==> src/mhi_pkg.sv <==
// Constants, register map and state type of the hood interlock sequencer
package mhi_pkg;
	// Clock rate and printed times
	localparam int CLK_HZ = 125_000_000;
	localparam int DELAY_SHORT_S = 1;
	localparam int DELAY_LONG_S = 5;
	localparam int DELAY_SHORT_CYC = CLK_HZ * DELAY_SHORT_S;
	localparam int DELAY_LONG_CYC = CLK_HZ * DELAY_LONG_S;
	localparam int BAUD_FAST = 19200;
	localparam int BAUD_SLOW = 9600;
	localparam int BAUD_FAST_DIV = CLK_HZ / BAUD_FAST;
	localparam int BAUD_SLOW_DIV = CLK_HZ / BAUD_SLOW;
	localparam int DEBOUNCE_US = 10000;
	localparam int DEBOUNCE_CYC = (CLK_HZ / 1_000_000) * DEBOUNCE_US;
	// Counter widths
	localparam int DLY_W = 30;
	localparam int DB_W = 21;
	localparam int BD_W = 14;
	// Register byte offsets
	localparam logic [7:0] REG_CTRL = 8'h00;
	localparam logic [7:0] REG_STAT = 8'h04;
	localparam logic [7:0] REG_ERR = 8'h08;
	// Control register fields
	localparam int CTRL_SPINDLE_EN = 0;
	localparam int CTRL_HOST_CTRL = 1;
	localparam int CTRL_HOOD_EN = 2;
	localparam int CTRL_JOB_TERM = 3;
	localparam int CTRL_HOST_MODE = 4;
	localparam int CTRL_W = 5;
	localparam logic [4:0] CTRL_RESET = 5'h04;
	// Error register fields
	localparam int ERR_ESTOP = 0;
	localparam int ERR_NOPOWER = 1;
	localparam int ERR_REJECT = 2;
	localparam int ERR_W = 3;
	// Status register fields
	localparam int ST_STATE_LSB = 0;
	localparam int ST_POWER = 3;
	localparam int ST_LAMP = 4;
	localparam int ST_LOCK = 5;
	localparam int ST_SPINDLE = 6;
	localparam int ST_BAUD_SLOW = 7;
	localparam int ST_DELAY_LONG = 8;
	localparam int ST_DELAY_DONE = 9;
	localparam int ST_JOB_TERM = 10;
	// Debounced input indices
	localparam int IN_ESTOP = 0;
	localparam int IN_DRIVE = 1;
	localparam int IN_START = 2;
	localparam int IN_STOP = 3;
	localparam int IN_HOOD_BTN = 4;
	localparam int IN_KEY_TEST = 5;
	localparam int IN_HOOD_CLOSED = 6;
	localparam int IN_SPIN_SW = 7;
	localparam int NUM_IN = 8;
	// Sequencer states
	typedef enum logic [2:0] {
		ST_OFF = 3'b000,
		ST_READY = 3'b001,
		ST_RUN = 3'b010,
		ST_HOLD = 3'b011,
		ST_ESTOP = 3'b100
	} mhi_state_type;
endpackage

==> src/mhi_sequencer.sv <==
// Hood interlock and run sequencer with APB register slave
`timescale 1ns/1ps
module mhi_sequencer #(
	parameter int DEBOUNCE_CYCLES = mhi_pkg::DEBOUNCE_CYC,
	parameter int DELAY_SHORT_CYCLES = mhi_pkg::DELAY_SHORT_CYC,
	parameter int DELAY_LONG_CYCLES = mhi_pkg::DELAY_LONG_CYC,
	parameter int BAUD_FAST_CYCLES = mhi_pkg::BAUD_FAST_DIV,
	parameter int BAUD_SLOW_CYCLES = mhi_pkg::BAUD_SLOW_DIV
) (
	input wire logic sys_clk_i, // System clock, 125 MHz
	input wire logic reset_i, // Asynchronous reset, active high
	input wire logic psel_i, // APB select
	input wire logic penable_i, // APB enable
	input wire logic pwrite_i, // APB write
	input wire logic [7:0] paddr_i, // APB byte address
	input wire logic [31:0] pwdata_i, // APB write data
	output logic [31:0] prdata_o, // APB read data
	output logic pready_o, // APB ready
	output logic pslverr_o, // APB error on unmapped address
	input wire logic estop_active_i, // Emergency-off pressed
	input wire logic drive_btn_i, // Drive-enable button
	input wire logic start_btn_i, // Start button
	input wire logic stop_btn_i, // Stop button
	input wire logic hood_btn_i, // Hood-release button
	input wire logic key_test_i, // Keyswitch in maintenance-open
	input wire logic hood_closed_i, // Hood closed switch
	input wire logic spindle_switch_i, // Spindle rotary switch on
	input wire logic jumper_baud_i, // First option jumper bridged
	input wire logic jumper_delay_i, // Second option jumper bridged
	input wire logic flash_has_prog_i, // Flash holds a program
	input wire logic host_cmd_i, // Host command arrived, pulse
	output logic power_stage_o, // Power stage on
	output logic drive_lamp_o, // Drive-enable lamp
	output logic hood_lamp_o, // Hood-release lamp
	output logic hood_lock_o, // Hood lock engaged
	output logic spindle_on_o, // Spindle current on
	output logic run_o, // Program execution active
	output logic launch_o, // Start program from beginning, pulse
	output logic resume_o, // Resume from held position, pulse
	output logic flash_erase_o, // Erase flash store, pulse
	output logic cmd_accept_o, // Host command accepted, pulse
	output logic cmd_reject_o, // Host command refused, pulse
	output logic baud_slow_o, // Serial link at 9600 baud
	output logic baud_tick_o // One pulse per baud period
);
	logic [mhi_pkg::NUM_IN-1:0] raw_in; // Panel pins
	logic [mhi_pkg::NUM_IN-1:0] sync1, sync2, sync3; // Pin sync chain
	logic [mhi_pkg::NUM_IN-1:0] db_level; // Debounced levels
	logic [mhi_pkg::NUM_IN-1:0] db_prev; // Previous debounced
	logic [mhi_pkg::NUM_IN-1:0] db_rise; // Press pulses
	logic [mhi_pkg::DB_W-1:0] db_cnt [mhi_pkg::NUM_IN]; // Settle counters
	logic [1:0] jmp_s1, jmp_s2, jmp_s3; // Jumper sync chain
	logic [1:0] init_cnt; // Cycles since reset release
	logic cap_done; // Jumpers captured
	logic delay_long; // Five second delay chosen
	logic [mhi_pkg::BD_W-1:0] baud_cnt; // Baud divider
	logic [mhi_pkg::DLY_W-1:0] dly_cnt; // Hood delay counter
	logic delay_done; // Hood delay elapsed
	logic [mhi_pkg::CTRL_W-1:0] ctrl; // Control register
	logic [mhi_pkg::ERR_W-1:0] err; // Sticky error bits
	logic [mhi_pkg::ERR_W-1:0] err_set; // Error events
	logic job_term; // Host terminated the job
	logic hood_unlocked; // Lock released
	logic spindle_block; // Spindle barred after hood opened
	mhi_pkg::mhi_state_type state, next_state; // Sequencer state
	logic apb_wr, apb_rd; // Access-phase write, setup read
	logic addr_ok; // Mapped address
	logic start_ok; // Start conditions met
	logic spindle_ok; // Spindle permitted
	logic lamp_ok; // Hood lamp permitted
	logic delay_restart; // Restart hood delay
	logic [31:0] stat_word; // Status read value
	logic lim_hit; // Delay limit reached

	assign raw_in = {spindle_switch_i, hood_closed_i, key_test_i,
		hood_btn_i, stop_btn_i, start_btn_i, drive_btn_i, estop_active_i};

	// Three flop synchroniser for panel pins
	// sync stage
	always_ff @(posedge sys_clk_i or posedge reset_i) begin
		if (reset_i) begin
			sync1 <= '0;
			sync2 <= '0;
			sync3 <= '0;
		end else begin
			sync1 <= raw_in;
			sync2 <= sync1;
			sync3 <= sync2;
		end
	end

	// Debounce: level accepted once stable for the settle time
	genvar gi;
	generate
		for (gi = 0; gi < mhi_pkg::NUM_IN; gi++) begin : g_db
			always_ff @(posedge sys_clk_i or posedge reset_i) begin
				if (reset_i) begin
					db_cnt[gi] <= '0;
					db_level[gi] <= 1'b0;
				end else if (sync2[gi] != sync3[gi] ||
					sync3[gi] == db_level[gi]) begin
					db_cnt[gi] <= '0;
				end else if (db_cnt[gi] ==
					mhi_pkg::DB_W'(DEBOUNCE_CYCLES - 1)) begin
					db_cnt[gi] <= '0;
					db_level[gi] <= sync3[gi];
				end else begin
					db_cnt[gi] <= db_cnt[gi] + 1'b1;
				end
			end
		end
	endgenerate

	// Edge detect so each press counts once
	always_ff @(posedge sys_clk_i or posedge reset_i) begin
		if (reset_i) begin
			db_prev <= '0;
		end else begin
			db_prev <= db_level;
		end
	end
	assign db_rise = db_level & ~db_prev;

	// Jumper capture, once after reset release
	// power-up sample
	always_ff @(posedge sys_clk_i or posedge reset_i) begin
		if (reset_i) begin
			jmp_s1 <= '0;
			jmp_s2 <= '0;
			jmp_s3 <= '0;
			init_cnt <= '0;
			cap_done <= 1'b0;
			baud_slow_o <= 1'b0;
			delay_long <= 1'b0;
		end else begin
			jmp_s1 <= {jumper_delay_i, jumper_baud_i};
			jmp_s2 <= jmp_s1;
			jmp_s3 <= jmp_s2;
			if (init_cnt != 2'h3) begin
				init_cnt <= init_cnt + 2'h1;
			end else if (!cap_done && jmp_s2 == jmp_s3) begin
				cap_done <= 1'b1;
				baud_slow_o <= jmp_s3[0];
				delay_long <= jmp_s3[1];
			end
		end
	end

	// Baud rate enable divider
	// divider select
	always_ff @(posedge sys_clk_i or posedge reset_i) begin
		if (reset_i) begin
			baud_cnt <= '0;
			baud_tick_o <= 1'b0;
		end else if (baud_cnt == (baud_slow_o ?
			mhi_pkg::BD_W'(BAUD_SLOW_CYCLES - 1) :
			mhi_pkg::BD_W'(BAUD_FAST_CYCLES - 1))) begin
			baud_cnt <= '0;
			baud_tick_o <= 1'b1;
		end else begin
			baud_cnt <= baud_cnt + 1'b1;
			baud_tick_o <= 1'b0;
		end
	end

	// APB decode, zero wait states
	assign addr_ok = paddr_i == mhi_pkg::REG_CTRL ||
		paddr_i == mhi_pkg::REG_STAT || paddr_i == mhi_pkg::REG_ERR;
	assign pready_o = psel_i & penable_i;
	assign pslverr_o = psel_i & penable_i & ~addr_ok;
	assign apb_wr = psel_i & penable_i & pwrite_i & addr_ok;
	assign apb_rd = psel_i & ~penable_i & ~pwrite_i;

	// Status word from live state
	always_comb begin
		stat_word = '0;
		stat_word[mhi_pkg::ST_STATE_LSB +: 3] = state;
		stat_word[mhi_pkg::ST_POWER] = power_stage_o;
		stat_word[mhi_pkg::ST_LAMP] = hood_lamp_o;
		stat_word[mhi_pkg::ST_LOCK] = hood_lock_o;
		stat_word[mhi_pkg::ST_SPINDLE] = spindle_on_o;
		stat_word[mhi_pkg::ST_BAUD_SLOW] = baud_slow_o;
		stat_word[mhi_pkg::ST_DELAY_LONG] = delay_long;
		stat_word[mhi_pkg::ST_DELAY_DONE] = delay_done;
		stat_word[mhi_pkg::ST_JOB_TERM] = job_term;
	end

	// Read data loaded in the setup cycle
	always_ff @(posedge sys_clk_i or posedge reset_i) begin
		if (reset_i) begin
			prdata_o <= '0;
		end else if (apb_rd) begin
			case (paddr_i)
				mhi_pkg::REG_CTRL: prdata_o <= 32'(ctrl);
				mhi_pkg::REG_STAT: prdata_o <= stat_word;
				mhi_pkg::REG_ERR: prdata_o <= 32'(err);
				default: prdata_o <= '0;
			endcase
		end
	end

	// Control register; job-terminate bit is write-only
	always_ff @(posedge sys_clk_i or posedge reset_i) begin
		if (reset_i) begin
			ctrl <= mhi_pkg::CTRL_RESET;
		end else if (apb_wr && paddr_i == mhi_pkg::REG_CTRL) begin
			ctrl <= pwdata_i[mhi_pkg::CTRL_W-1:0];
			ctrl[mhi_pkg::CTRL_JOB_TERM] <= 1'b0;
		end
	end

	// Job termination flag, cleared by the next launch
	// termination memory
	always_ff @(posedge sys_clk_i or posedge reset_i) begin
		if (reset_i) begin
			job_term <= 1'b0;
		end else if (apb_wr && paddr_i == mhi_pkg::REG_CTRL &&
			pwdata_i[mhi_pkg::CTRL_JOB_TERM]) begin
			job_term <= 1'b1;
		end else if (launch_o) begin
			job_term <= 1'b0;
		end
	end

	// Error events
	always_comb begin
		err_set = '0;
		err_set[mhi_pkg::ERR_ESTOP] = db_rise[mhi_pkg::IN_ESTOP];
		err_set[mhi_pkg::ERR_NOPOWER] = host_cmd_i & ~power_stage_o;
		err_set[mhi_pkg::ERR_REJECT] = host_cmd_i & ~cmd_accept_ok();
	end

	// Sticky errors, write one to clear, set wins
	always_ff @(posedge sys_clk_i or posedge reset_i) begin
		if (reset_i) begin
			err <= '0;
		end else if (apb_wr && paddr_i == mhi_pkg::REG_ERR) begin
			err <= (err & ~pwdata_i[mhi_pkg::ERR_W-1:0]) | err_set;
		end else begin
			err <= err | err_set;
		end
	end

	// Command acceptance condition
	function automatic logic cmd_accept_ok();
		return power_stage_o && !(state == mhi_pkg::ST_HOLD &&
			!ctrl[mhi_pkg::CTRL_HOST_MODE]);
	endfunction

	// Host command answer pulses
	always_ff @(posedge sys_clk_i or posedge reset_i) begin
		if (reset_i) begin
			cmd_accept_o <= 1'b0;
			cmd_reject_o <= 1'b0;
		end else begin
			cmd_accept_o <= host_cmd_i & cmd_accept_ok();
			cmd_reject_o <= host_cmd_i & ~cmd_accept_ok();
		end
	end

	// Start allowed: hood shut and locked, something to run
	// start source
	assign start_ok = db_level[mhi_pkg::IN_HOOD_CLOSED] & ~hood_unlocked &
		(ctrl[mhi_pkg::CTRL_HOST_MODE] | flash_has_prog_i);

	// Next state
	always_comb begin
		next_state = state;
		case (state)
			mhi_pkg::ST_OFF: begin
				if (db_rise[mhi_pkg::IN_DRIVE] &&
					!db_level[mhi_pkg::IN_ESTOP] &&
					!(db_level[mhi_pkg::IN_STOP] &&
					db_level[mhi_pkg::IN_KEY_TEST])) begin
					next_state = mhi_pkg::ST_READY;
				end
			end
			mhi_pkg::ST_READY: begin
				if (db_rise[mhi_pkg::IN_START] && start_ok) begin
					next_state = mhi_pkg::ST_RUN;
				end
			end
			mhi_pkg::ST_RUN: begin
				if (db_rise[mhi_pkg::IN_STOP]) begin
					next_state = mhi_pkg::ST_HOLD;
				end
			end
			mhi_pkg::ST_HOLD: begin
				if (db_rise[mhi_pkg::IN_START] && start_ok) begin
					next_state = mhi_pkg::ST_RUN;
				end
			end
			mhi_pkg::ST_ESTOP: begin
				if (!db_level[mhi_pkg::IN_ESTOP]) begin
					next_state = mhi_pkg::ST_OFF;
				end
			end
			default: next_state = mhi_pkg::ST_OFF;
		endcase
		if (db_level[mhi_pkg::IN_ESTOP]) begin
			next_state = mhi_pkg::ST_ESTOP;
		end
	end

	// State, power stage and run pulses
	always_ff @(posedge sys_clk_i or posedge reset_i) begin
		if (reset_i) begin
			state <= mhi_pkg::ST_OFF;
			power_stage_o <= 1'b0;
			launch_o <= 1'b0;
			resume_o <= 1'b0;
			flash_erase_o <= 1'b0;
		end else begin
			state <= next_state;
			power_stage_o <= next_state == mhi_pkg::ST_READY ||
				next_state == mhi_pkg::ST_RUN ||
				next_state == mhi_pkg::ST_HOLD;
			resume_o <= state == mhi_pkg::ST_HOLD &&
				next_state == mhi_pkg::ST_RUN && !job_term;
			launch_o <= next_state == mhi_pkg::ST_RUN &&
				(state == mhi_pkg::ST_READY ||
				(state == mhi_pkg::ST_HOLD && job_term));
			flash_erase_o <= state == mhi_pkg::ST_OFF &&
				db_rise[mhi_pkg::IN_DRIVE] &&
				!db_level[mhi_pkg::IN_ESTOP] &&
				db_level[mhi_pkg::IN_STOP] &&
				db_level[mhi_pkg::IN_KEY_TEST];
		end
	end
	assign run_o = state == mhi_pkg::ST_RUN;
	assign drive_lamp_o = power_stage_o;

	// Spindle permission; emergency-off and unlock drop it with power
	// spindle gate
	assign spindle_ok = ctrl[mhi_pkg::CTRL_SPINDLE_EN] &
		ctrl[mhi_pkg::CTRL_HOST_CTRL] & power_stage_o & hood_lock_o &
		db_level[mhi_pkg::IN_HOOD_CLOSED] & db_level[mhi_pkg::IN_SPIN_SW] &
		~spindle_block & ~db_level[mhi_pkg::IN_ESTOP] &
		~(db_rise[mhi_pkg::IN_HOOD_BTN] & hood_lamp_o) &
		(state == mhi_pkg::ST_RUN || state == mhi_pkg::ST_READY) &
		~db_rise[mhi_pkg::IN_STOP];

	// Spindle output and block after hood opened
	always_ff @(posedge sys_clk_i or posedge reset_i) begin
		if (reset_i) begin
			spindle_on_o <= 1'b0;
			spindle_block <= 1'b0;
		end else begin
			spindle_on_o <= spindle_ok;
			if (!db_level[mhi_pkg::IN_HOOD_CLOSED]) begin
				spindle_block <= 1'b1;
			end else if (db_rise[mhi_pkg::IN_START]) begin
				spindle_block <= 1'b0;
			end
		end
	end

	// Hood delay from spindle off or end of run
	// delay start
	assign delay_restart = (spindle_on_o & ~spindle_ok) |
		(run_o & next_state != mhi_pkg::ST_RUN);
	assign lim_hit = dly_cnt == (delay_long ?
		mhi_pkg::DLY_W'(DELAY_LONG_CYCLES - 1) :
		mhi_pkg::DLY_W'(DELAY_SHORT_CYCLES - 1));

	// Delay counter; done at reset so the hood opens
	// delay count
	always_ff @(posedge sys_clk_i or posedge reset_i) begin
		if (reset_i) begin
			dly_cnt <= '0;
			delay_done <= 1'b1;
		end else if (delay_restart) begin
			dly_cnt <= '0;
			delay_done <= 1'b0;
		end else if (!delay_done) begin
			dly_cnt <= dly_cnt + 1'b1;
			delay_done <= lim_hit;
		end
	end

	// Lamp: still, spindle off, software allows or emergency-off state
	// lamp gate
	assign lamp_ok = delay_done & ~spindle_ok & ~spindle_on_o &
		((ctrl[mhi_pkg::CTRL_HOOD_EN] &
		(~run_o | db_level[mhi_pkg::IN_KEY_TEST])) |
		state == mhi_pkg::ST_ESTOP);

	// Lamp and lock
	always_ff @(posedge sys_clk_i or posedge reset_i) begin
		if (reset_i) begin
			hood_lamp_o <= 1'b0;
			hood_unlocked <= 1'b0;
		end else begin
			hood_lamp_o <= lamp_ok;
			if (db_rise[mhi_pkg::IN_HOOD_BTN] && hood_lamp_o) begin
				hood_unlocked <= 1'b1;
			end else if (db_rise[mhi_pkg::IN_HOOD_CLOSED]) begin
				hood_unlocked <= 1'b0;
			end
		end
	end
	assign hood_lock_o = ~hood_unlocked;
endmodule

==> config.mk <==
export PLATFORM = sky130hd
export DESIGN_NAME = mhi_sequencer
export DESIGN_NICKNAME = d
export VERILOG_FILES = /design/src/mhi_pkg.sv /design/src/mhi_sequencer.sv
export SDC_FILE = /design/constraint.sdc
export NUM_CORES = 1
export LEC_CHECK = 0
export BUFFER_PORTS_ARGS = -buffer_cell sky130_fd_sc_hd__buf_2
export CAP_MARGIN = 5
export CELL_PAD_IN_SITES_DETAIL_PLACEMENT = 1
export CELL_PAD_IN_SITES_GLOBAL_PLACEMENT = 2
export CORE_MARGIN = 4
export CORE_UTILIZATION = 39
export DETAILED_ROUTE_END_ITERATION = 8
export PLACE_DENSITY_LB_ADDON = 0.2
export RECOVER_POWER = 50
export REMOVE_ABC_BUFFERS = 1
export SYNTH_ARGS = -nofsm -noshare
export SYNTH_HDL_FRONTEND = slang
export SYNTH_SLANG_ARGS = --single-unit
==> constraint.sdc <==
create_clock -name sys_clk_i -period 12.5 [get_ports sys_clk_i]
set_input_delay 3.125 -clock sys_clk_i [delete_from_list [all_inputs] [get_ports sys_clk_i]]
set_output_delay 3.125 -clock sys_clk_i [all_outputs]
set_load 0.05 [all_outputs]
Word-level counts from Yosys, hierarchy flattened. Cells that the tools add are included.

Register bits: 317. Memories: 0. Output and inout port bits: 47. Latch bits: 0. Input bits: 57. Bits in read-only memories: 0. Word-level logic and storage cells: 247. Bits in writable memories: 0.

Reduce and logical (&&, ||, !) cells: 53. Magnitude comparators: 0. Div/mod/pow operators: 0. Equality and inequality tests: 40. $add $sub $neg: 11. Muxes and demuxes: 37. Bitwise logic cells: 60. Shift operators: 0. Multiply operators: 0.

Operators by type and width (number): two-way mux 21 bit (16); adder 21 x 1 -> 21 bit, second input constant (8); equality test 21 bit, second input constant (8); two-way mux 30 bit (3); one-hot mux 11 bit (3 select lines) (1); adder 30 x 1 -> 30 bit, second input constant (1); equality test 30 bit (1); bitwise AND 1 bit (28); two-way mux 14 bit (2); NOT 1 bit (22); logical AND 1 bit (19); AND reduction 2 bit (9); two-way mux 3 bit (5); adder 14 x 1 -> 14 bit, second input constant (1); equality test 14 bit (1); logical OR 1 bit (14); equality test 3 x 2 -> 1 bit, second input constant (4); two-way mux 1 bit (9); one-hot mux 3 bit (3 select lines) (1); equality test 1 bit (8); equality test 8 x 3 -> 1 bit, second input constant (1); equality test 8 x 4 -> 1 bit, second input constant (1); logical NOT 8 bit (1); != test 1 bit (8); 17 further kinds (29).

Depth between registers and ports, before layout. Gate-level depths: netlist of run 1.

Depth in word-level cells: 14. Mapped depth: 7. Gate-level depth less buffers: 5.

Least setup slack after synthesis of run 1. No wires, ideal clock.

Path type: input to output. Start point: in penable_i. End point: out pslverr_o. Required time: 9375 ps. Buffers on the path: 0. Path slack: 5031 ps. Arrival: 4344 ps. Stages: 2. Path through: and2_1 nor2b_1.

Word-level cells in the longest chain between the ends: 2.

Ends and longest elaborated chain: start, declared (line mhi_sequencer.sv:13) `input wire logic penable_i,`; bitwise AND 1 bit (2 in series) (line mhi_sequencer.sv:170) `assign pslverr_o = psel_i & penable_i & ~addr_ok;`; end, declared (line mhi_sequencer.sv:19) `output logic pslverr_o,`.

No other way between the ends.

Worst setup path in the final report of run 1.
Start point: in paddr_i[5]. End point: out pslverr_o.

Word-level cells in the longest chain between the ends: 5. Elaborated cells between the ends (all ways): 7. Classes of those cells: 2 x eq/ne; 2 x bitwise; 3 x reduce/logical.

Ends and longest elaborated chain: start, declared (line mhi_sequencer.sv:15) `input wire logic [7:0] paddr_i,`; equality test 8 x 3 -> 1 bit / logical NOT 8 bit (equally long branches) (line mhi_sequencer.sv:168, mhi_sequencer.sv:167); logical OR 1 bit (line mhi_sequencer.sv:167) `assign addr_ok = paddr_i == mhi_pkg::REG_CTRL ||`; logical OR 1 bit * (line mhi_sequencer.sv:168) `paddr_i == mhi_pkg::REG_STAT || paddr_i == mhi_pkg::REG_ERR;`; NOT 1 bit * (line mhi_sequencer.sv:170); bitwise AND 1 bit * (line mhi_sequencer.sv:170).

Mark *: on every way between the ends. The rest lies on a longest branch, timed or not.

==> results of run 1 <==
[power groups by stage]
stage               logic [mW]  registers (mW)  clock network, mW
global route            0.0856           0.981               1.17
global placement        0.0791           0.996                  0
floorplan               0.0489            1.00                  0
finish                  0.0759           0.980               1.09
CTS                     0.0801           0.980               1.13
detailed placement      0.0799           0.997                  0
[critical path: stages]
cell and delay (ns):
buf_2 0.10, nor4_1 0.56, nand2_1 0.23, a21oi_1 0.32, nor2b_1 0.07, buf_2 0.22
[stage by stage]
| stage | power (mW) | hold slack [ns] | setup slack, ns | utilization [%] |
|---|---|---|---|---|
| after floorplan | 1.05 | 0.331 | 1.23 | - |
| after global placement | 1.08 | 0.334 | 4.80 | 41.5 |
| after detailed placement | 1.08 | 0.337 | 4.75 | 41.5 |
| after CTS | 2.19 | 0.337 | 4.74 | 45.0 |
| after global routing | 2.24 | 0.341 | 4.53 | 44.8 |
| final | 2.15 | 0.334 | 4.75 | 44.8 |
[logic make-up after synthesis]
logic type	after synthesis	synth area share, %
buf+inv	116	3.90
mux	12	0.908
fa+ha+maj	11	0.970
other cells	1	0.0264
compound gates	235	9.96
simple gates	638	25.2
xor+xnor	113	6.97
flops	295	52.0
[sequential cells by signal, indices dropped and copies added (netlist names), 6 cells and up]
signal	flops
db_cnt	168
prdata_o	11
sync1	8
dly_cnt	30
sync2	8
baud_cnt	14
db_level	8
sync3	8
db_prev	6
[per-layer routing]
metal | share of wire [%] | wire, µm | vias to the layer above
met4 | 1.7 | 569 | 0
met1 | 48 | 16200 | 5487
met3 | 2.9 | 964 | 39
met5 | 0 | 0 | -
li1 | - | - | 5225
met2 | 47 | 15800 | 101
[synthesized netlist by cell type, types with 10 or more instances]
master    instances
and2_1           14
buf_4            23
a211oi_1         15
nand4_1          65
xnor2_1          57
and3_1           17
dfrtp_1         293
inv_1            44
nand3_1          70
ha_1             11
nor4_1           22
xor2_1           56
nor2_1          131
clkbuf_1         42
nand2b_1         10
o31ai_1          34
o21ai_0          79
or4_1            43
nor3_1           32
or3_1            54
and4_1           24
nand2_1          92
nor4b_1          18
a21oi_1          75
[area by class of cell]
class | instances | area, µm² | share of cell area, %
diodes | 1 | 2.50 | 0.0156
multi-input cells | 1030 | 6300 | 39.4
inverters | 44 | 166 | 1.04
clock inverters | 10 | 138 | 0.860
well taps | 461 | 577 | 3.60
clock buffers | 56 | 1130 | 7.04
repair buffers | 59 | 307 | 1.92
flip-flops and latches | 295 | 7380 | 46.1
[layout by cell type (no fill, tap or decap), drive strengths merged, types with 4 or more instances in the layout]
master  instances
o21ai          79
dfrtp         293
nand2b         10
nor4bb          6
nand4          67
nand3          70
and2           15
xor2           56
and3           17
a21oi          75
nor3           32
inv            45
and4           24
nor4           22
or2             4
a211oi         18
nor4b          18
conb           21
nand4b          6
ha             11
clkbuf         63
or3            56
buf            52
nand2          92
a22o            8
mux2i           5
nor3b           4
nor2          131
o22ai           9
or4            43
o31ai          34
mux2            7
nor2b           9
xnor2          57
[worst min path at each step]
stage | from | endpoint
after CTS | sync1[0] | sync2[0]
after floorplan | jmp_s1[0] | jmp_s2[0]
after detailed placement | sync1[3] | sync2[3]
after global placement | sync1[2] | sync2[2]
final | sync1[0] | sync2[0]
after global routing | sync1[0] | sync2[0]
==> reports/qor.yml, run 1 <==
syn_avg_cell_area_um2: 9.99
drc: 0
htree_levels: 2
first_iter_violations: 487
netlist_area_mm2: 0.0142
dr.pass1.iters: 4
crit_type: "in -> out"
cts_buffers: 36
grt.met3_usage_pct: 2.85
combPwrFrac_pct: 3.5
cts_sinks: 295
hold_path_depth: 0
status: "complete, but fails checks"
worstPathRequired_ns: 9.38
core_area_mm2: 0.0357
final_cells: 1956
violations: "capacitance limit, slew limit"
grt-ovfl-total: 0
max_slew_margin_pct: -283
die-area_mm2: 0.0395
area_delta_synth_final_pct: 12.7
critPathCaptureType: "primary output"
synthTopCellsByArea: "dfrtp_1 (52%), xnor2_1 (3.5%), nor2_1 (3.5%)"
cts_resized: 0
antenna_found_initial: 1
placedCellCount: 1889
ctsHoldBuffers: 0
hold_violations: 0
die_y_um: 199
crit_path_start_kind: "input pin"
clkTransAtPathRegs_ns: 0.06
min_period_over_period_pct: 62.0
numPortBuffers: 55
nets: 1534
place_congestion: 0.762
endpoint: "pslverr_o"
ant_nets: 0
routed_wl_um: 33600
vias: 10852
power_frac_seq_pct: 45.6
final_max_slew_viol_count: 282
grt_usage_pct: 17.0
cts_buffer_depth: 3
worstMarginPinSlew_ns: 5.71
async_flop_share_pct: 100
synth_area_leader_cell: "dfrtp_1"
grt_max_degree: 169
synth-seq-cells: 295
num_rows: 69
reg2reg_depth: 5
die_width_um: 199
dpl-instance-area_mm2: 0.0148
hold_class: "reg -> reg"
finalSetupTns_ns: 0
grt_pass1_wl_um: 56600
ys_warn_count: 0
cts_tree: "done"
seq_area_frac_synth_pct: 52.0
layout-drive-gt1-share_pct: 8.97
cp.arrival_ns: 4.62
synth_cell_types: 60
total_leakage_power_nw: 6.37
cp_max_fo: 4
fmaxAchievable_mhz: 129
rsz0062_at_grt: "no"
setup_violations: 0
synth_top_area_share_pct: 51.7
start_util_pct: 39.7
fillers: 4012
maxCapViolations: 8
p_sw_uw: 483
vdd_drop_max_mv: 0.110
crit_start: "paddr_i[5]"
top_level_ports: 104
routedWlPerCell_um: 17.2
synth-edff-count: 0
viasPerCell: 5.55
clockPowerShare_pct: 50.9
hpwl_um: 22300
clkLatencyLatePin_ns: 0.52
min_period_ns: 7.75
r2r_start: "db_cnt[105]"
p_per_area_mw_per_mm2: 134
swShare_pct: 22.5
synth-main-ff-cell: "dfrtp_1"
cts_root_buffer: "clkbuf_16"
top_usage_layer: "met2"
clock-skew-final_ns: 0.0186
regToRegSetupSlack_ns: 9.07
grt_pass1_vias: 10982
use_met2_pct: 27.8
fin_area_mm2: 0.0160
p_int_mw: 1.67
use_met1_pct: 24.0
post_cts_buffers: 0
rr_endpoint: "db_cnt[108]"
syn_inst: 1421
Note: power is estimated with default switching activity, not from simulation.
==> run 2, diff against run 1 <==
==> constraint.sdc (replaced) <==
create_clock -name sys_clk_i -period 8.1 [get_ports sys_clk_i]
set_input_delay 2.025 -clock sys_clk_i [delete_from_list [all_inputs] [get_ports sys_clk_i]]
set_output_delay 2.025 -clock sys_clk_i [all_outputs]
set_load 0.05 [all_outputs]
==> reports/qor.yml, run 2 (synthesis gave the netlist of run 1 again) <==
die_width_um: 199
crit_type: "in -> async"
status: "complete, but fails checks"
ctsHoldBuffers: 0
cp_slowest_stage_delay_ns: 2.99
cp.arrival_ns: 5.26
clock-skew-final_ns: 0.0124
finalSetupTns_ns: 0
total_leakage_power_nw: 6.37
max_slew_margin_pct: -192
top_level_ports: 104
worstMarginPinSlew_ns: 4.37
start_util_pct: 39.7
die_y_um: 199
ant_nets: 0
critical_path_buf_inv_count: 2
grt_max_degree: 183
rsz0062_at_grt: "no"
largest_register_ffs: 168
cp_max_fo: 114
hold_class: "reg -> reg"
regToRegSetupSlack_ns: 4.68
cts_root_buffer: "clkbuf_16"
crit_path_start_kind: "input pin"
antenna_found_initial: 0
vdd_drop_max_mv: 0.118
cts_tree: "done"
min_period_over_period_pct: 70.0
vias: 11013
cp_cell_sequence: "buf_2 -> inv_1"
fmaxAchievable_mhz: 176
maxCapViolations: 7
min_period_ns: 5.67
worstPathRequired_ns: 7.69
viasPerCell: 5.64
grt_usage_pct: 17.4
critPathCaptureType: "async pin"
num_antenna_cells: 0
nets: 1535
cts_buffers: 36
hold_violations: 0
die-area_mm2: 0.0395
drc: 0
critPathTopFamily: "buffers and inverters"
routed_wl_um: 34000
layout-drive-gt1-share_pct: 8.99
holdWs_ns: 0.347
num_rows: 69
post_cts_buffers: 0
place_congestion: 0.752
violations: "capacitance limit, slew limit"
core_area_mm2: 0.0357
cts_sinks: 295
routedWlPerCell_um: 17.4
hpwl_um: 22400
layout_common_cells: "dfrtp_1 (293), nor2_1 (131), nand2_1 (92), o21ai_0 (79), a21oi_1 (75)"
grt_pass1_vias: 11320
setup_violations: 0
final_common_cell: "dfrtp_1"
area_delta_synth_final_pct: 12.5
final_max_slew_viol_count: 246
clkLatencyLatePin_ns: 0.52
p_per_area_mw_per_mm2: 206
dr.pass1.iters: 4
numPortBuffers: 55
htree_levels: 2
first_iter_violations: 422
largest_register: "db_cnt"
cts_resized: 0
grt-ovfl-total: 0
reg_top3: "db_cnt: 168 flops, dly_cnt: 30 flops, baud_cnt: 14 flops"
clkTransAtPathRegs_ns: 0.06
grt_pass1_wl_um: 57800
cts_buffer_depth: 3
crit_slowest_cell: "inv_1"
run 2: cell types whose count changed in the layout (fill, tap and decap cells not counted), sizes merged:
cell / before / now
diode: 1 / 0
buf: 52 / 55
clkinv: 3 / 5
inv: 45 / 44
clkbuf: 63 / 57
clkinvlp: 3 / 1
bufinv: 3 / 4
run 2: layout make-up:
type / count / area [µm²]
flip-flops and latches: 295 / 7380
well taps: 461 / 577
inverters: 44 / 165
clock inverters: 10 / 153
multi-input cells: 1030 / 6310
clock buffers: 52 / 1060
fillers: 4024 / 19800
repair buffers: 60 / 314
run 2: path summary, 6_finish.rpt:
path                              from     endpoint  depth (start not counted)
max in group sys_clk_i      paddr_i[5]    pslverr_o                          6
setup / recovery               reset_i     sync3[3]                          2
setup reg to reg           db_cnt[126]  db_cnt[134]                          5
hold / removal                sync1[3]     sync2[3]                          0
min in group asynchronous      reset_i   db_cnt[25]                          2
hold reg to reg               sync1[3]     sync2[3]                          0
run 2: through the flow:
stage / setup slack [ns] / std cells / total power [mW] / utilization, % / instance area [µm²]
global route: 1.44 / 1952 / 3.42 / 44.7 / 16000
detailed placement: 2.57 / 1890 / 1.66 / 41.5 / 14800
floorplan: -2.07 / 1369 / 1.62 / - / 13900
global placement: 2.59 / 1890 / 1.66 / 41.5 / 14800
finish: 2.43 / 1952 / 3.29 / 44.7 / 16000
CTS: 2.57 / 1952 / 3.35 / 44.9 / 16000
run 2: where the power goes:
group	internal [mW]	switching, mW	total [mW]
sequential	1.49	0.0187	1.51
clock	1.03	0.621	1.65
combinational	0.0240	0.0939	0.118
run 2: metal layers:
metal | vias to the layer above | track usage, % | part of all wire [%]
met5 | - | 0 | 0
met4 | 0 | 4.26 | 1.8
met3 | 45 | 2.63 | 2.6
met2 | 103 | 28.5 | 48
met1 | 5656 | 24.4 | 48
li1 | 5209 | - | -
